[src/ref_monitor_consts.svh]
// register offsets, field positions and reset values for the profile bank
`ifndef REF_MONITOR_CONSTS_SVH
`define REF_MONITOR_CONSTS_SVH

`define ADDR_INPUT_PROFILE_SELECT 7'h65
`define ADDR_PROFILE_A_FREQ_MULT_LO 7'h67
`define ADDR_PROFILE_A_FREQ_MULT_HI 7'h68
`define ADDR_PROFILE_A_PERIOD_LOW_BOUND 7'h69
`define ADDR_PROFILE_A_PERIOD_HIGH_BOUND 7'h6A
`define ADDR_PROFILE_A_FREQ_LOW_BOUND_LO 7'h6B
`define ADDR_PROFILE_A_FREQ_LOW_BOUND_HI 7'h6C
`define ADDR_PROFILE_A_FREQ_HIGH_BOUND_LO 7'h6D
`define ADDR_PROFILE_A_FREQ_HIGH_BOUND_HI 7'h6E
`define ADDR_PROFILE_A_WINDOW_CYCLES 7'h6F
`define ADDR_PROFILE_A_PRESCALE 7'h70
`define ADDR_PROFILE_B_FREQ_MULT_LO 7'h71
`define ADDR_PROFILE_B_FREQ_MULT_HI 7'h72
`define ADDR_PROFILE_B_PERIOD_LOW_BOUND 7'h73
`define ADDR_PROFILE_B_PERIOD_HIGH_BOUND 7'h74
`define ADDR_PROFILE_B_FREQ_LOW_BOUND_LO 7'h75
`define ADDR_PROFILE_B_FREQ_LOW_BOUND_HI 7'h76
`define ADDR_PROFILE_B_FREQ_HIGH_BOUND_LO 7'h77
`define ADDR_PROFILE_B_FREQ_HIGH_BOUND_HI 7'h78
`define ADDR_PROFILE_B_WINDOW_CYCLES 7'h79
`define ADDR_PROFILE_B_PRESCALE 7'h7A

`define REG_RESET 8'h00
`define MULT_HI_MSB 5
`define PRESCALE_BIT 0
`define SELECT_FIELD_MSB 5
`define PRESCALE_RATIO 4

`endif

[src/ref_monitor_pkg.sv]
// types shared by the custom reference profile bank
package ref_monitor_pkg;

  // per-input profile selection, codes follow declaration order 0..3
  typedef enum logic [1:0] {
    SEL_AUTO,
    SEL_PROFILE_A,
    SEL_PROFILE_B,
    SEL_RESERVED
  } profile_sel_t;

  typedef struct packed {
    logic [13:0] freqMult;
    logic [7:0] periodLow;
    logic [7:0] periodHigh;
    logic [15:0] freqLow;
    logic [15:0] freqHigh;
    logic [7:0] windowCycles;
    logic prescale;
  } profile_t;

endpackage : ref_monitor_pkg

[src/custom_ref_monitor_config.sv]
// custom reference profile register bank and limit checks
// Functional notes
// - profile A period low bound, bits 7:0, reset zero
// - profile A period high bound in bits 7:0
// - profile A 16-bit frequency low bound, two bytes
// - profile A 16-bit frequency high bound, two bytes
// - window cycle field holds count minus one
// - prescale bit divides reference by four
// - profile B 14-bit multiple of 8 kHz
// - profile B period low bound, reset zero
// - profile B period high bound in bits 7:0
// - 2-bit mode per input: auto, A, B, reserved
// - profile A 14-bit multiple of 8 kHz
`timescale 1ns/1ps
`include "ref_monitor_consts.svh"

module custom_ref_monitor_config
  import ref_monitor_pkg::*;
(
  input wire logic core_clk, // system clock, 100 MHz
  input wire logic rst, // synchronous reset, active high
  input wire logic [6:0] regAddr, // register address from serial port
  input wire logic [7:0] regWrData, // write data
  input wire logic regWr, // write strobe, one cycle
  input wire logic regRd, // read strobe, one cycle
  output logic [7:0] regRdData, // read data, valid cycle after regRd
  input wire logic [2:0] periodValid, // single-cycle result strobe per input
  input wire logic [2:0][7:0] periodMeas, // single-cycle measured count
  input wire logic [2:0] freqValid, // frequency result strobe per input
  input wire logic [2:0][15:0] freqMeas, // frequency measured count
  output logic [2:0][1:0] inputProfileSelect, // mode per input
  output logic [2:0] cfmPrescale, // divide reference by four
  output logic [2:0][8:0] cfmWindowLen, // reference cycles per window
  output logic [2:0][13:0] nominalMult, // nominal freq, 8 kHz units
  output logic [2:0] periodFail, // single-cycle limit violated
  output logic [2:0] freqFail // frequency limit violated
);

  profile_t profA;
  profile_t profB;
  profile_t next_profA;
  profile_t next_profB;
  logic [5:0] selField;
  logic [5:0] next_selField;
  logic [7:0] next_regRdData;
  logic [2:0] next_periodFail;
  logic [2:0] next_freqFail;
  logic [2:0][1:0] next_inputProfileSelect;
  logic [2:0] next_cfmPrescale;
  logic [2:0][8:0] next_cfmWindowLen;
  logic [2:0][13:0] next_nominalMult;

  // true when a count lies outside the inclusive bounds
  function automatic logic outOfRange(input logic [15:0] value,
                                      input logic [15:0] low,
                                      input logic [15:0] high);
    outOfRange = (value < low) || (value > high);
  endfunction : outOfRange

  // picks the profile bound set for one input; auto and reserved give profile B
  function automatic profile_t pickProfile(input logic [1:0] sel,
                                           input profile_t a,
                                           input profile_t b);
    if (sel == SEL_PROFILE_A) begin
      pickProfile = a;
    end else begin
      pickProfile = b;
    end
  endfunction : pickProfile

  // register write decode
  always_comb begin
    next_profA = profA;
    next_profB = profB;
    next_selField = selField;
    if (regWr) begin
      if (regAddr == `ADDR_INPUT_PROFILE_SELECT) begin
        next_selField = regWrData[`SELECT_FIELD_MSB:0];
      end else if (regAddr == `ADDR_PROFILE_A_FREQ_MULT_LO) begin
        next_profA.freqMult[7:0] = regWrData;
      end else if (regAddr == `ADDR_PROFILE_A_FREQ_MULT_HI) begin
        next_profA.freqMult[13:8] = regWrData[`MULT_HI_MSB:0];
      end else if (regAddr == `ADDR_PROFILE_A_PERIOD_LOW_BOUND) begin
        next_profA.periodLow = regWrData;
      end else if (regAddr == `ADDR_PROFILE_A_PERIOD_HIGH_BOUND) begin
        next_profA.periodHigh = regWrData;
      end else if (regAddr == `ADDR_PROFILE_A_FREQ_LOW_BOUND_LO) begin
        next_profA.freqLow[7:0] = regWrData;
      end else if (regAddr == `ADDR_PROFILE_A_FREQ_LOW_BOUND_HI) begin
        next_profA.freqLow[15:8] = regWrData;
      end else if (regAddr == `ADDR_PROFILE_A_FREQ_HIGH_BOUND_LO) begin
        next_profA.freqHigh[7:0] = regWrData;
      end else if (regAddr == `ADDR_PROFILE_A_FREQ_HIGH_BOUND_HI) begin
        next_profA.freqHigh[15:8] = regWrData;
      end else if (regAddr == `ADDR_PROFILE_A_WINDOW_CYCLES) begin
        next_profA.windowCycles = regWrData;
      end else if (regAddr == `ADDR_PROFILE_A_PRESCALE) begin
        next_profA.prescale = regWrData[`PRESCALE_BIT];
      end else if (regAddr == `ADDR_PROFILE_B_FREQ_MULT_LO) begin
        next_profB.freqMult[7:0] = regWrData;
      end else if (regAddr == `ADDR_PROFILE_B_FREQ_MULT_HI) begin
        next_profB.freqMult[13:8] = regWrData[`MULT_HI_MSB:0];
      end else if (regAddr == `ADDR_PROFILE_B_PERIOD_LOW_BOUND) begin
        next_profB.periodLow = regWrData;
      end else if (regAddr == `ADDR_PROFILE_B_PERIOD_HIGH_BOUND) begin
        next_profB.periodHigh = regWrData;
      end else if (regAddr == `ADDR_PROFILE_B_FREQ_LOW_BOUND_LO) begin
        next_profB.freqLow[7:0] = regWrData;
      end else if (regAddr == `ADDR_PROFILE_B_FREQ_LOW_BOUND_HI) begin
        next_profB.freqLow[15:8] = regWrData;
      end else if (regAddr == `ADDR_PROFILE_B_FREQ_HIGH_BOUND_LO) begin
        next_profB.freqHigh[7:0] = regWrData;
      end else if (regAddr == `ADDR_PROFILE_B_FREQ_HIGH_BOUND_HI) begin
        next_profB.freqHigh[15:8] = regWrData;
      end else if (regAddr == `ADDR_PROFILE_B_WINDOW_CYCLES) begin
        next_profB.windowCycles = regWrData;
      end else if (regAddr == `ADDR_PROFILE_B_PRESCALE) begin
        next_profB.prescale = regWrData[`PRESCALE_BIT];
      end
    end
  end

  // read mux; reserved bits are not stored so they read as zero
  always_comb begin
    next_regRdData = regRdData;
    if (regRd) begin
      if (regAddr == `ADDR_INPUT_PROFILE_SELECT) begin
        next_regRdData = {2'h0, selField};
      end else if (regAddr == `ADDR_PROFILE_A_FREQ_MULT_LO) begin
        next_regRdData = profA.freqMult[7:0];
      end else if (regAddr == `ADDR_PROFILE_A_FREQ_MULT_HI) begin
        next_regRdData = {2'h0, profA.freqMult[13:8]};
      end else if (regAddr == `ADDR_PROFILE_A_PERIOD_LOW_BOUND) begin
        next_regRdData = profA.periodLow;
      end else if (regAddr == `ADDR_PROFILE_A_PERIOD_HIGH_BOUND) begin
        next_regRdData = profA.periodHigh;
      end else if (regAddr == `ADDR_PROFILE_A_FREQ_LOW_BOUND_LO) begin
        next_regRdData = profA.freqLow[7:0];
      end else if (regAddr == `ADDR_PROFILE_A_FREQ_LOW_BOUND_HI) begin
        next_regRdData = profA.freqLow[15:8];
      end else if (regAddr == `ADDR_PROFILE_A_FREQ_HIGH_BOUND_LO) begin
        next_regRdData = profA.freqHigh[7:0];
      end else if (regAddr == `ADDR_PROFILE_A_FREQ_HIGH_BOUND_HI) begin
        next_regRdData = profA.freqHigh[15:8];
      end else if (regAddr == `ADDR_PROFILE_A_WINDOW_CYCLES) begin
        next_regRdData = profA.windowCycles;
      end else if (regAddr == `ADDR_PROFILE_A_PRESCALE) begin
        next_regRdData = {7'h00, profA.prescale};
      end else if (regAddr == `ADDR_PROFILE_B_FREQ_MULT_LO) begin
        next_regRdData = profB.freqMult[7:0];
      end else if (regAddr == `ADDR_PROFILE_B_FREQ_MULT_HI) begin
        next_regRdData = {2'h0, profB.freqMult[13:8]};
      end else if (regAddr == `ADDR_PROFILE_B_PERIOD_LOW_BOUND) begin
        next_regRdData = profB.periodLow;
      end else if (regAddr == `ADDR_PROFILE_B_PERIOD_HIGH_BOUND) begin
        next_regRdData = profB.periodHigh;
      end else if (regAddr == `ADDR_PROFILE_B_FREQ_LOW_BOUND_LO) begin
        next_regRdData = profB.freqLow[7:0];
      end else if (regAddr == `ADDR_PROFILE_B_FREQ_LOW_BOUND_HI) begin
        next_regRdData = profB.freqLow[15:8];
      end else if (regAddr == `ADDR_PROFILE_B_FREQ_HIGH_BOUND_LO) begin
        next_regRdData = profB.freqHigh[7:0];
      end else if (regAddr == `ADDR_PROFILE_B_FREQ_HIGH_BOUND_HI) begin
        next_regRdData = profB.freqHigh[15:8];
      end else if (regAddr == `ADDR_PROFILE_B_WINDOW_CYCLES) begin
        next_regRdData = profB.windowCycles;
      end else if (regAddr == `ADDR_PROFILE_B_PRESCALE) begin
        next_regRdData = {7'h00, profB.prescale};
      end else begin
        next_regRdData = `REG_RESET; // unmapped reads as zero
      end
    end
  end

  // per-input limit checks; a verdict moves when a result arrives and clears in auto or reserved mode
  always_comb begin
    profile_t prof;
    logic [1:0] sel;
    prof = profA;
    sel = 2'h0;
    next_periodFail = periodFail;
    next_freqFail = freqFail;
    for (int i = 0; i < 3; i++) begin
      sel = selField[2*i +: 2];
      prof = pickProfile(sel, profA, profB);
      // auto detect and reserved leave the custom checks idle
      if (sel != SEL_PROFILE_A && sel != SEL_PROFILE_B) begin
        next_periodFail[i] = 1'b0;
        next_freqFail[i] = 1'b0;
      end else begin
        if (periodValid[i]) begin
          next_periodFail[i] = outOfRange({8'h00, periodMeas[i]},
            {8'h00, prof.periodLow}, {8'h00, prof.periodHigh});
        end
        if (freqValid[i]) begin
          next_freqFail[i] = outOfRange(freqMeas[i], prof.freqLow,
            prof.freqHigh);
        end
      end
    end
  end

  // configuration for the monitor datapath, built from the next state so
  // the registered outputs follow a write by one cycle, as the bank does
  always_comb begin
    profile_t prof;
    prof = next_profA;
    for (int i = 0; i < 3; i++) begin
      prof = pickProfile(next_selField[2*i +: 2], next_profA, next_profB);
      next_inputProfileSelect[i] = next_selField[2*i +: 2];
      // window is programmed minus one, so add it back here
      next_cfmWindowLen[i] = {1'b0, prof.windowCycles} + 9'h001;
      next_cfmPrescale[i] = prof.prescale;
      next_nominalMult[i] = prof.freqMult;
    end
  end

  // all state registers; everything but cfmWindowLen clears to zero on reset
  always_ff @(posedge core_clk) begin
    if (rst) begin
      profA <= '0;
      profB <= '0;
      selField <= 6'h00;
      regRdData <= `REG_RESET;
      periodFail <= 3'h0;
      freqFail <= 3'h0;
      inputProfileSelect <= 6'h00;
      cfmPrescale <= 3'h0;
      cfmWindowLen <= {3{9'h001}}; // zero field means one cycle
      nominalMult <= '0;
    end else begin
      profA <= next_profA;
      profB <= next_profB;
      selField <= next_selField;
      regRdData <= next_regRdData;
      periodFail <= next_periodFail;
      freqFail <= next_freqFail;
      inputProfileSelect <= next_inputProfileSelect;
      cfmPrescale <= next_cfmPrescale;
      cfmWindowLen <= next_cfmWindowLen;
      nominalMult <= next_nominalMult;
    end
  end

endmodule : custom_ref_monitor_config

[config.mk]
export PLATFORM = sky130hd
export DESIGN_NAME = custom_ref_monitor_config
export DESIGN_NICKNAME = d
export VERILOG_FILES = /design/src/ref_monitor_pkg.sv /design/src/custom_ref_monitor_config.sv
export VERILOG_INCLUDE_DIRS = /design/src /design/src/src
export SDC_FILE = /design/constraint.sdc
export NUM_CORES = 1
export LEC_CHECK = 0
export ABC_AREA = 1
export BUFFER_PORTS_ARGS = -buffer_cell sky130_fd_sc_hd__buf_4
export CAP_MARGIN = 15
export CORE_ASPECT_RATIO = 0.7
export CORE_UTILIZATION = 58
export DETAILED_ROUTE_END_ITERATION = 7
export HOLD_SLACK_MARGIN = 0.06
export PLACE_DENSITY = 0.84
export SLEW_MARGIN = 0
export SYNTH_ARGS = -nofsm -noshare
export SYNTH_HDL_FRONTEND = slang
export SYNTH_SLANG_ARGS = --single-unit
export TNS_END_PERCENT = 5
[constraint.sdc]
create_clock -name core_clk -period 3.06 [get_ports core_clk]
set_input_delay 0.459 -clock core_clk [delete_from_list [all_inputs] [get_ports core_clk]]
set_output_delay 0.459 -clock core_clk [all_outputs]
set_load 0.01 [all_outputs]
# --- Yosys cells after proc, flatten, opt, wreduce, memory -nomap -nowiden ---
# Cells that the tools add are included.
op_classes:
  n_div: 0
  magnitude_cmp: 12
  n_mux: 88
  bitwise: 0
  n_reduce_logical: 12
  multipliers: 0
  eq_ne: 33
  add_sub_neg: 3
  n_shift: 0
ops:
  columns: ["operator", "count"]
  rows:
  - ["2-to-1 mux 71 bit", 17]
  - ["2-to-1 mux 57 bit", 7]
  - ["2-to-1 mux 8 bit", 40]
  - ["equality test 7 bit (second input constant)", 21]
  - ["2-to-1 mux 25 bit", 4]
  - ["2-to-1 mux 49 bit", 2]
  - ["2-to-1 mux 41 bit", 2]
  - ["greater-than comparator 16 bit", 3]
  - ["less-than comparator 16 bit", 3]
  - ["2-to-1 mux 6 bit", 7]
  - ["2-to-1 mux 9 bit", 4]
  - ["adder 8 x 1 -> 9 bit (second input constant)", 3]
  - ["greater-than comparator 8 bit", 3]
  - ["less-than comparator 8 bit", 3]
  - ["equality test 2 x 1 -> 1 bit (second input constant)", 6]
  - ["logical OR 1 bit", 6]
  - ["!= test 2 x 1 -> 1 bit (second input constant)", 3]
  - ["!= test 2 bit (second input constant)", 3]
  - ["OR reduction 2 bit", 3]
  - ["2-to-1 mux 1 bit", 5]
  - ["logical AND 1 bit", 3]
totals:
  out_inout_bits: 92
  mem_bits_rw: 0
  romBits: 0
  in_bits: 97
  n_memories: 0
  ff_bits: 240
  latchBits: 0

# --- Longest topological paths before layout ---
# Gate-level depths: netlist (run 1).
logic_depth:
  ltp_word: 25
  mapped_depth: 20
  ltp_nobuf: 19

# --- Worst setup path after synthesis (run 1) ---
# Ideal clock, no wire load.
synth_path:
  path_type: "flip-flop to flip-flop"
  startpoint: "register selField[1]"
  endpoint: "register freqFail[0]"
  slack_ns: 0.556
  arrival_time_ns: 2.382
  period_less_slack_ns: 2.504
  setup_time_ns: 0.122
  stages_incl_launch_ff: 13
  path_cell_list: "dfxtp_1 > inv_1 > ha_1 > clkbuf_1 > clkbuf_1 > nand2_1 > o21ai_0 > ha_1 > a21o_1 > a2111oi_0 > nand2_1 > a21boi_0 > a21oi_1"
synth_via:
  elab_chain_cells: 4
synth_lines:
  columns: ["item", "line", "rtl"]
  rows:
  - ["start: declaration", "custom_ref_monitor_config.sv:43", "logic [5:0] selField;"]
  - ["start signal: assignment", "custom_ref_monitor_config.sv:234", "selField <= next_selField;"]
  - ["equality test 2 x 1 -> 1 bit", "custom_ref_monitor_config.sv:64", "if (sel == SEL_PROFILE_A) begin"]
  - ["2-to-1 mux 57 bit", "custom_ref_monitor_config.sv:64", null]
  - ["less-than comparator 16 bit / greater-than comparator 16 bit (equally long branches)", "custom_ref_monitor_config.sv:57", "outOfRange = (value < low) || (value > high);"]
  - ["logical OR 1 bit", "custom_ref_monitor_config.sv:57", null]
  - ["end signal: assignment", "custom_ref_monitor_config.sv:237", "freqFail <= next_freqFail;"]
  - ["end: declaration", "custom_ref_monitor_config.sv:36", "output logic [2:0] freqFail"]
# Parallel ways exist; a longest one is shown, timed or not.
# A chain may end at the register's enable or synchronous reset.

# --- Worst setup path after layout (run 1) ---
# Ends and elaborated chain as after synthesis.

==> results.md, run 1 <==
- The final wirelength is 53000 um.
- The switching share of total power is 0.265.
- The count of antenna-violating nets left after detailed routing is 0.
- The worst register-to-register path begins at selField[1].
- The number of nets at the end of the flow is between 2000 and 2500.
- The synthesis warning total is 0.
- Summed over all failing endpoints, the final setup total negative slack is 0 ns.
- The switching power is 0.00182 W.
- The die height is ~130 um.
- The required time of the critical path is 3.49 ns.
- The part of the Yosys area used for sequential elements is 0.327.
- The via count of the first global-routing pass is approximately 14000.
- The met1 track utilization from global routing is 0.577.
- Entering global routing, the biggest net connects 152 pins.
- The mapped cell area is 14300 sq um.
- The final routed wire length divided by cell count is 20.6 um.
- In this run the worst setup path begins at selField[1].
- The layout has 2017 filler cells.
- Counting flops and latches in the post-synthesis netlist gives 234.
- Dividing the synthesized area by the synthesized cell count gives 6.93 sq um.
- The power per standard cell area is 405 nW/um^2.
- The slew at the pin with the worst max-slew slack is around 0.80 ns.
- Measured on the finished design, the core utilization comes to 0.708.
- The quantity of I/O buffers inserted on ports is 188.
- The share of total power dissipated in the clock network is 0.451.
- The overall track demand over capacity in global routing is 0.409.
- Data arrives at the worst endpoint at 3.16 ns.
- After layout, the minimum clock period comes to 2.73 ns.
- In the final layout, flip-flops and latches occupy between 4000 and 5000 sq um.
- The clock tree root driver cell is clkbuf_16.
- The initial antenna violation count is 2.
- The finished layout holds 2570 standard cells, fillers aside.
- The kind of path behind the tightest hold check is in2reg.
- The number of hold-slack violations in the final timing report is 0.
- Post-CTS timing repair inserted 0 buffers for setup.
- The total core area is 23900 sq um.
- 189 I/O pins were placed.
- The highest net fanout along the worst path is 28.
- The routed via count is between 15000 and 20000.
- The floorplan step defined a die boundary enclosing 25300 sq um.
- The global-route wire length before repair is 79300 um.
- Of the total power, registers draw 0.448.
- The clock tree from TritonCTS is built.
- After synthesis, the share of flip-flops with an asynchronous set or reset is 0.
- Hold is met by 0.0940 ns.
- The total of hold buffers inserted after clock tree synthesis is 0.
- The detailed-routing iteration count for the pre-antenna-repair pass is 8.
- Setup violations remaining at the end of the flow were counted as 0.
- Across the run, the number of max-cap violations was 0.
- The critical path is of the reg2reg type.
- After clock tree synthesis, the clock-pin slew on the worst setup and hold paths is 0.08 ns.
- Of the cells placed in the final design, the portion with a size suffix greater than 1 is 0.150.
- The remaining routing DRC violations is 0.
- After the first detailed-routing iteration, the DRC count stood at 2283.
- Counting flops with a built-in enable in the synthesized netlist gives 0.
- The worst setup path is captured at a flip-flop.
- The via-per-instance ratio is a little over 6.
- The run finished with clean final reports.
- For this run, global-route usage on met2 was measured as 0.592.
- After global routing the overflow that remains totals 0.
- The initial utilization of the core area, before any placement, comes to 0.599.
- The insertion delay of the later-clocked pin in the worst-skew pair is 0.55 ns.
- The floorplan step set the die width to 190 um.
- The proportion of power drawn by combinational gates is 0.101.
- Among all flip-flop cells after synthesis, the most frequent one is dfxtp_1.
- The global-route met3 utilization is 0.125.
- For this design, the sink count on the clock tree is about 230.
- The number of cells on the worst reg-to-reg path is 12.
- The element type at the critical path start is a flip-flop.
- The total leakage power is 7.08 nW.
- The maximum buffer depth of the clock tree is 3.
- The share of the cycle needed by the critical path after routing is 0.892.
- The detailed placement HPWL is 40200 um.
- Relative to the synthesized area, the layout overhead comes to 18.3%.
- The global routing stage identified its most utilized layer as met2.
- Based on the critical path, the design can be clocked at up to 0.366 GHz.
- The final max-slew violation count is 0.
- The internal power is approximately 0.005 W.
- The synthesized instance count is 2068.
- The synthesized netlist contains 49 unique library cells.
- In this run the number of H-tree levels came out at 1.
- The total CTS buffers is 24.
- The number of nets in the synthesized netlist is 2309.
- In this run the register-to-register setup slack is 0.33 ns.
- The initialized floorplan defines 47 standard-cell rows.
- After clock tree synthesis, the repair step resized 0 gates.
- In this run the tightest slew margin relative to its limit is 0.467.
- The worst vdd rail ir drop is 0.472 mV.
- Setup repair after global routing left no endpoint under its margin.
- In this run the worst setup path terminates at freqFail[0].
- The footprint of the multi-input gates is 8440 sq um.
- For the final database, setup skew stands at 0.0281 ns.
- The number of placed instances, taps included, is 2524.
- The end of the worst register-to-register path is freqFail[0].
- The congestion estimate from routability-driven global placement came to 1.04.
[flip-flops by register name, summed over array words and instances, names as in the netlist]
name / flops
freqFail: 3
cfmPrescale: 3
nominalMult: 42
cfmWindowLen: 27
profA: 71
regRdData: 8
inputProfileSelect: 1
profB: 71
periodFail: 3
selField: 5
[metrics by stage]
step	total power, W	setup WS (ns)	area [sq um]
global route	0.00705	0.166	16900
detailed placement	0.00381	0.108	16100
global placement	0.00379	0.204	16100
floorplan	0.00351	0.556	14300
finish	0.00686	0.330	16900
CTS	0.00682	0.275	16900
[worst max-delay path, stage by stage, from the launching register on]
cell	delay [ns]
dfxtp_1	0.45
inv_1	0.14
ha_4	0.28
o21ai_0	0.43
ha_1	0.32
nand2_1	0.06
inv_1	0.05
nand3_1	0.09
a31oi_1	0.05
a2111oi_0	0.39
nand2_1	0.12
a21boi_0	0.17
a21oi_1	0.08
[routing by layer]
metal	wire length [um]	part of all wire	up-vias
li1	-	-	7360
met1	22100	0.42	7140
met2	21700	0.41	1047
met3	7530	0.14	150
met4	1660	0.031	0
met5	0	0	-
[layout by cell type, fill, tap and decap left out, drive strengths merged, types with 2 or more instances in the layout]
cell type,n
nand2,427
or2,4
o21a,3
clkbuf,28
a31oi,6
inv,221
o21ai,385
nor3,14
a21oi,236
buf,233
bufinv,2
a2111oi,2
diode,2
o22ai,29
nand4,18
a21boi,2
nand3b,5
a211oi,15
a21o,2
a221oi,8
ha,144
nor2,151
o221ai,8
clkinv,11
o211ai,12
nand3,35
dfxtp,234
nor3b,3
[cells by family after synthesis]
logic type	after synthesis	synth area share
AND/OR/NAND/NOR	659	0.191
buffers and inverters	314	0.0854
multiplexers	1	0.000699
AO/OA/AOI/OAI	716	0.271
adder cells (fa/ha/maj)	144	0.126
flip-flops	234	0.327
[power groups by stage]
stage / logic, W / clock network [W] / registers [W]
after floorplan: 0.000367 / 0 / 0.00314
after global placement: 0.000646 / 0 / 0.00314
after detailed placement: 0.000670 / 0 / 0.00314
after CTS: 0.000676 / 0.00307 / 0.00307
after global routing: 0.000766 / 0.00321 / 0.00307
final: 0.000696 / 0.00309 / 0.00307
[synthesized netlist by cell type (all sizes together), types with 12 or more instances]
cell | count | share of area
nand2 | 427 | 0.12
o21ai | 385 | 0.14
a21oi | 236 | 0.082
dfxtp | 234 | 0.33
inv | 217 | 0.057
nor2 | 151 | 0.042
ha | 144 | 0.13
clkbuf | 86 | 0.023
nand3 | 35 | 0.013
o22ai | 29 | 0.013
nand4 | 18 | 0.0079
a211oi | 15 | 0.0079
nor3 | 14 | 0.0052
o211ai | 12 | 0.0063
[cell type report]
cell class	count	area share
Multi-Input combinational cell	1520	0.498
Sequential cell	234	0.276
Timing Repair Buffer	233	0.105
Inverter	219	0.0485
Clock buffer	28	0.0381
Tap cell	318	0.0235
Clock inverter	16	0.00989
Antenna cell	2	0.000295
[how the worst min path moves through the flow]
stage / start / endpoint / slack [ns] / cells past startpoint
global placement: regRdData[7] / regRdData[7] / 0.45 / 2
CTS: freqValid[1] / freqFail[1] / 0.09 / 2
detailed placement: regRdData[0] / regRdData[0] / 0.46 / 2
global route: periodValid[0] / periodFail[0] / 0.1 / 2
floorplan: profB[47] / profB[47] / 0.45 / 2
finish: freqValid[1] / freqFail[1] / 0.09 / 2
Note: power is estimated with default switching activity, not from simulation.
==> run 2, diff against run 1 <==
--- a/config.mk
+++ b/config.mk
@@ -10,10 +10,10 @@
 export BUFFER_PORTS_ARGS = -buffer_cell sky130_fd_sc_hd__buf_4
 export CAP_MARGIN = 15
 export CORE_ASPECT_RATIO = 0.7
-export CORE_UTILIZATION = 58
+export CORE_UTILIZATION = 59
 export DETAILED_ROUTE_END_ITERATION = 7
 export HOLD_SLACK_MARGIN = 0.06
-export PLACE_DENSITY = 0.84
+export PLACE_DENSITY = 0.85
 export SLEW_MARGIN = 0
 export SYNTH_ARGS = -nofsm -noshare
 export SYNTH_HDL_FRONTEND = slang
==> run 2 against run 1 <==
Compared with the run above: hold slack better by 0.015 ns; register-to-register slack worse by 0.20 ns; core utilization up 0.52 points; sequential power about the same; clock power about the same; critical path type unchanged; largest cell class unchanged.
==> results.md, run 2 (synthesis gave the netlist of run 1 again) <==
- The relative area change from synthesis to final layout came to 18.3% (about the same).
- Setup repair after global routing left no endpoint under its margin.
- The count of antenna-violating nets left after detailed routing was 0 (unchanged).
- The total non-filler cell area in the finished layout is 16900 sq um (about the same).
- The tree is rooted in a clkbuf_16.
- The achievable clock frequency is 0.341 GHz (-6.8%).
- The count of final setup violators was 0 (unchanged).
- The cell row count is 47 (unchanged).
- The total core area was 23800 sq um (-0.74%).
- The total CTS buffers came to 24 (unchanged).
- In the final layout, the registers with the most flip-flops are profA: 71 flops, profB: 71 flops, nominalMult: 42 flops.
- The number of nets at the end of the flow was 2475 (+0.081%).
- The library cells used most frequently in the layout, excluding fill and tap cells, are nand2_1, o21ai_0, a21oi_1, dfxtp_1, buf_4.
- The routability congestion estimate is 1.03 (-0.93%).
- The top-level port count came to 189 (unchanged).
- The overall track demand over capacity in global routing came to 0.412 (+0.00298).
- The time the final worst path needs with I/O delays and setup is 2.93 ns (+0.200 ns).
- The number of hold-slack violations in the final timing report is 0 (unchanged).
- The largest net degree at the start of global routing was 152 (unchanged).
- The highest net fanout along the worst path came to 32 (+14%).
- The total congestion overflow after global routing is 0 (unchanged).
- The type of the setup path with the least slack is reg2reg.
- The required time of the critical path is 3.50 ns (about the same).
- The share of power burned in the clock network is 0.450 (about the same).
- The ratio of cells with drive above 1 in the final layout is 0.150 (-0.000577).
- The slew at the pin with the worst max-slew slack was 0.686 ns (-0.110 ns).
- The max-cap check violation count is 0 (unchanged).
- The switching share of total power is 0.262 (-0.00239).
- The final wirelength is 53000 um (about the same).
- The worst hold path belongs to the class in2reg.
- The die height came to 132 um (-0.84%).
- The share of the cycle needed by the critical path after routing is 0.957 (+0.0652).
- The internal power came to 0.00506 W (+0.31%).
- The detailed-routing iteration count for the pre-antenna-repair pass was 6 (-2).
- The starting density of the core is 0.603 (+0.00445).
- The die outline width is 188 um (-0.84%).
- The global-route wire length before repair was 79100 um (-0.24%).
- The final setup skew is 0.0243 ns (-0.00374 ns).
- The arrival time at the worst endpoint is 3.37 ns (+0.21 ns).
- The detailed placement HPWL is 39700 um (-1.2%).
- The worst slew margin relative to its limit came to 0.541 (+0.0738).
- The insertion delay of the later-clocked pin in the worst-skew pair is 0.54 ns (about the same).
- The number of sinks on the clock net was 234 (unchanged).
- The area enclosed by the die boundary came to 24900 sq um (-1.7%).
- The routed via count is 15700 (-0.025%).
- The total power draw is 0.00686 W (about the same).
- The initial antenna violation count was 2 (unchanged).
- The run finished with clean final reports.
- The total leakage power is 7.07 nW (-0.12%).
- The number of fill cells in the layout is 2035 (+0.89%).
- The switching power is 0.00180 W (-0.92%).
- The quantity of I/O buffers inserted on ports came to 188 (unchanged).
- The proportion of power drawn by combinational gates came to 0.102 (about the same).
- The maximum buffer depth of the clock tree was 3 (unchanged).
- The clock tree from TritonCTS is built.
- The remaining routing DRC violations was 0 (unchanged).
- The sequential cell fraction of total power is 0.448 (about the same).
- The final routed wire length divided by cell count was 20.6 um (about the same).
- The share of the core filled with cells in the final layout is 0.713 (+0.00515).
- The library cell used most frequently in the layout, excluding fill and tap cells, is nand2_1.
- The via count of the first global-routing pass is 14100 (+1.2%).
- The number of H-tree branching levels is 1 (unchanged).
- The worst hold margin is 0.109 ns (+0.0149 ns).
- The number of design-rule violations left by the first detailed-router iteration is 2101 (-8.0%).
- The post-CTS clock slew at the launch and capture registers of the worst setup and hold paths came to 0.07 ns (about the same).
- The via-per-instance ratio is 6.10 (-0.14%).
- The cell area after placement is 16100 sq um (about the same).
- The final max-slew violation count is 0 (unchanged).
- The power per standard cell area came to 405 nW/um^2 (about the same).
- The element type at the critical path start is a flip-flop.
- The worst vdd rail ir drop is 0.425 mV (-9.9%).
- The worst setup path is captured at a flip-flop.
run 2: final timing paths:
check,startpoint,end,slack [ns],depth (start not counted)
min reg2reg,regRdData[6],regRdData[6],0.49,2
max reg2reg,selField[2],periodFail[1],0.13,11
min,periodValid[1],periodFail[1],0.11,2
max,selField[2],periodFail[1],0.13,11
run 2: stage by stage:
| stage | std cells | setup WS (ns) | TNS (ns) |
|---|---|---|---|
| 3_5_place_dp | 2526 | -0.163 | -0.981 |
| 2_1_floorplan | 2068 | 0.556 | 0 |
| 6_report | 2573 | 0.130 | 0 |
| 3_3_place_gp | 2526 | -0.0442 | -0.0892 |
| 5_1_grt | 2570 | 0.0439 | 0 |
| 4_1_cts | 2570 | 0.197 | 0 |
run 2: cell type report:
cell class                 instances  area, sq um  area share
multi-input combinational       1520         8440       0.498
inverter                         219          822      0.0485
clock inverter                    15          196      0.0116
timing repair buffer             235         1780       0.105
tap                              318          398      0.0235
clock buffer                      29          619      0.0366
sequential                       234         4680       0.276
antenna                            3         7.51    0.000443
run 2: power groups by stage:
stage,combinational [W],clock [W],sequential [W]
CTS,0.000676,0.00307,0.00307
global route,0.000765,0.00320,0.00307
global placement,0.000645,0,0.00314
finish,0.000698,0.00309,0.00307
floorplan,0.000367,0,0.00314
detailed placement,0.000669,0,0.00314
run 2: critical path, cell delays in order (launching register included):
cell	delay, ns
dfxtp_1	0.53
ha_2	0.61
buf_4	0.40
o21ai_0	0.20
ha_1	0.34
nand2_1	0.06
o21ai_0	0.24
nand3_1	0.10
a21oi_1	0.14
a21oi_1	0.05
nand2_1	0.05
a31oi_1	0.06
run 2: what timing repair did:
action / 4_1_cts / 5_1_grt
gates resized for setup: 0 / 2
setup buffers: 0 / 0
hold buffers: 0 / 0
endpoints found under the setup margin: 0 / 3
run 2: per-layer routing:
layer / up-vias / part of all wire / global-route usage
met1: 7146 / 0.41 / 0.576
met5: - / 0.00025 / 0
li1: 7366 / - / -
met4: 2 / 0.036 / 0.146
met2: 1002 / 0.41 / 0.596
met3: 177 / 0.14 / 0.124
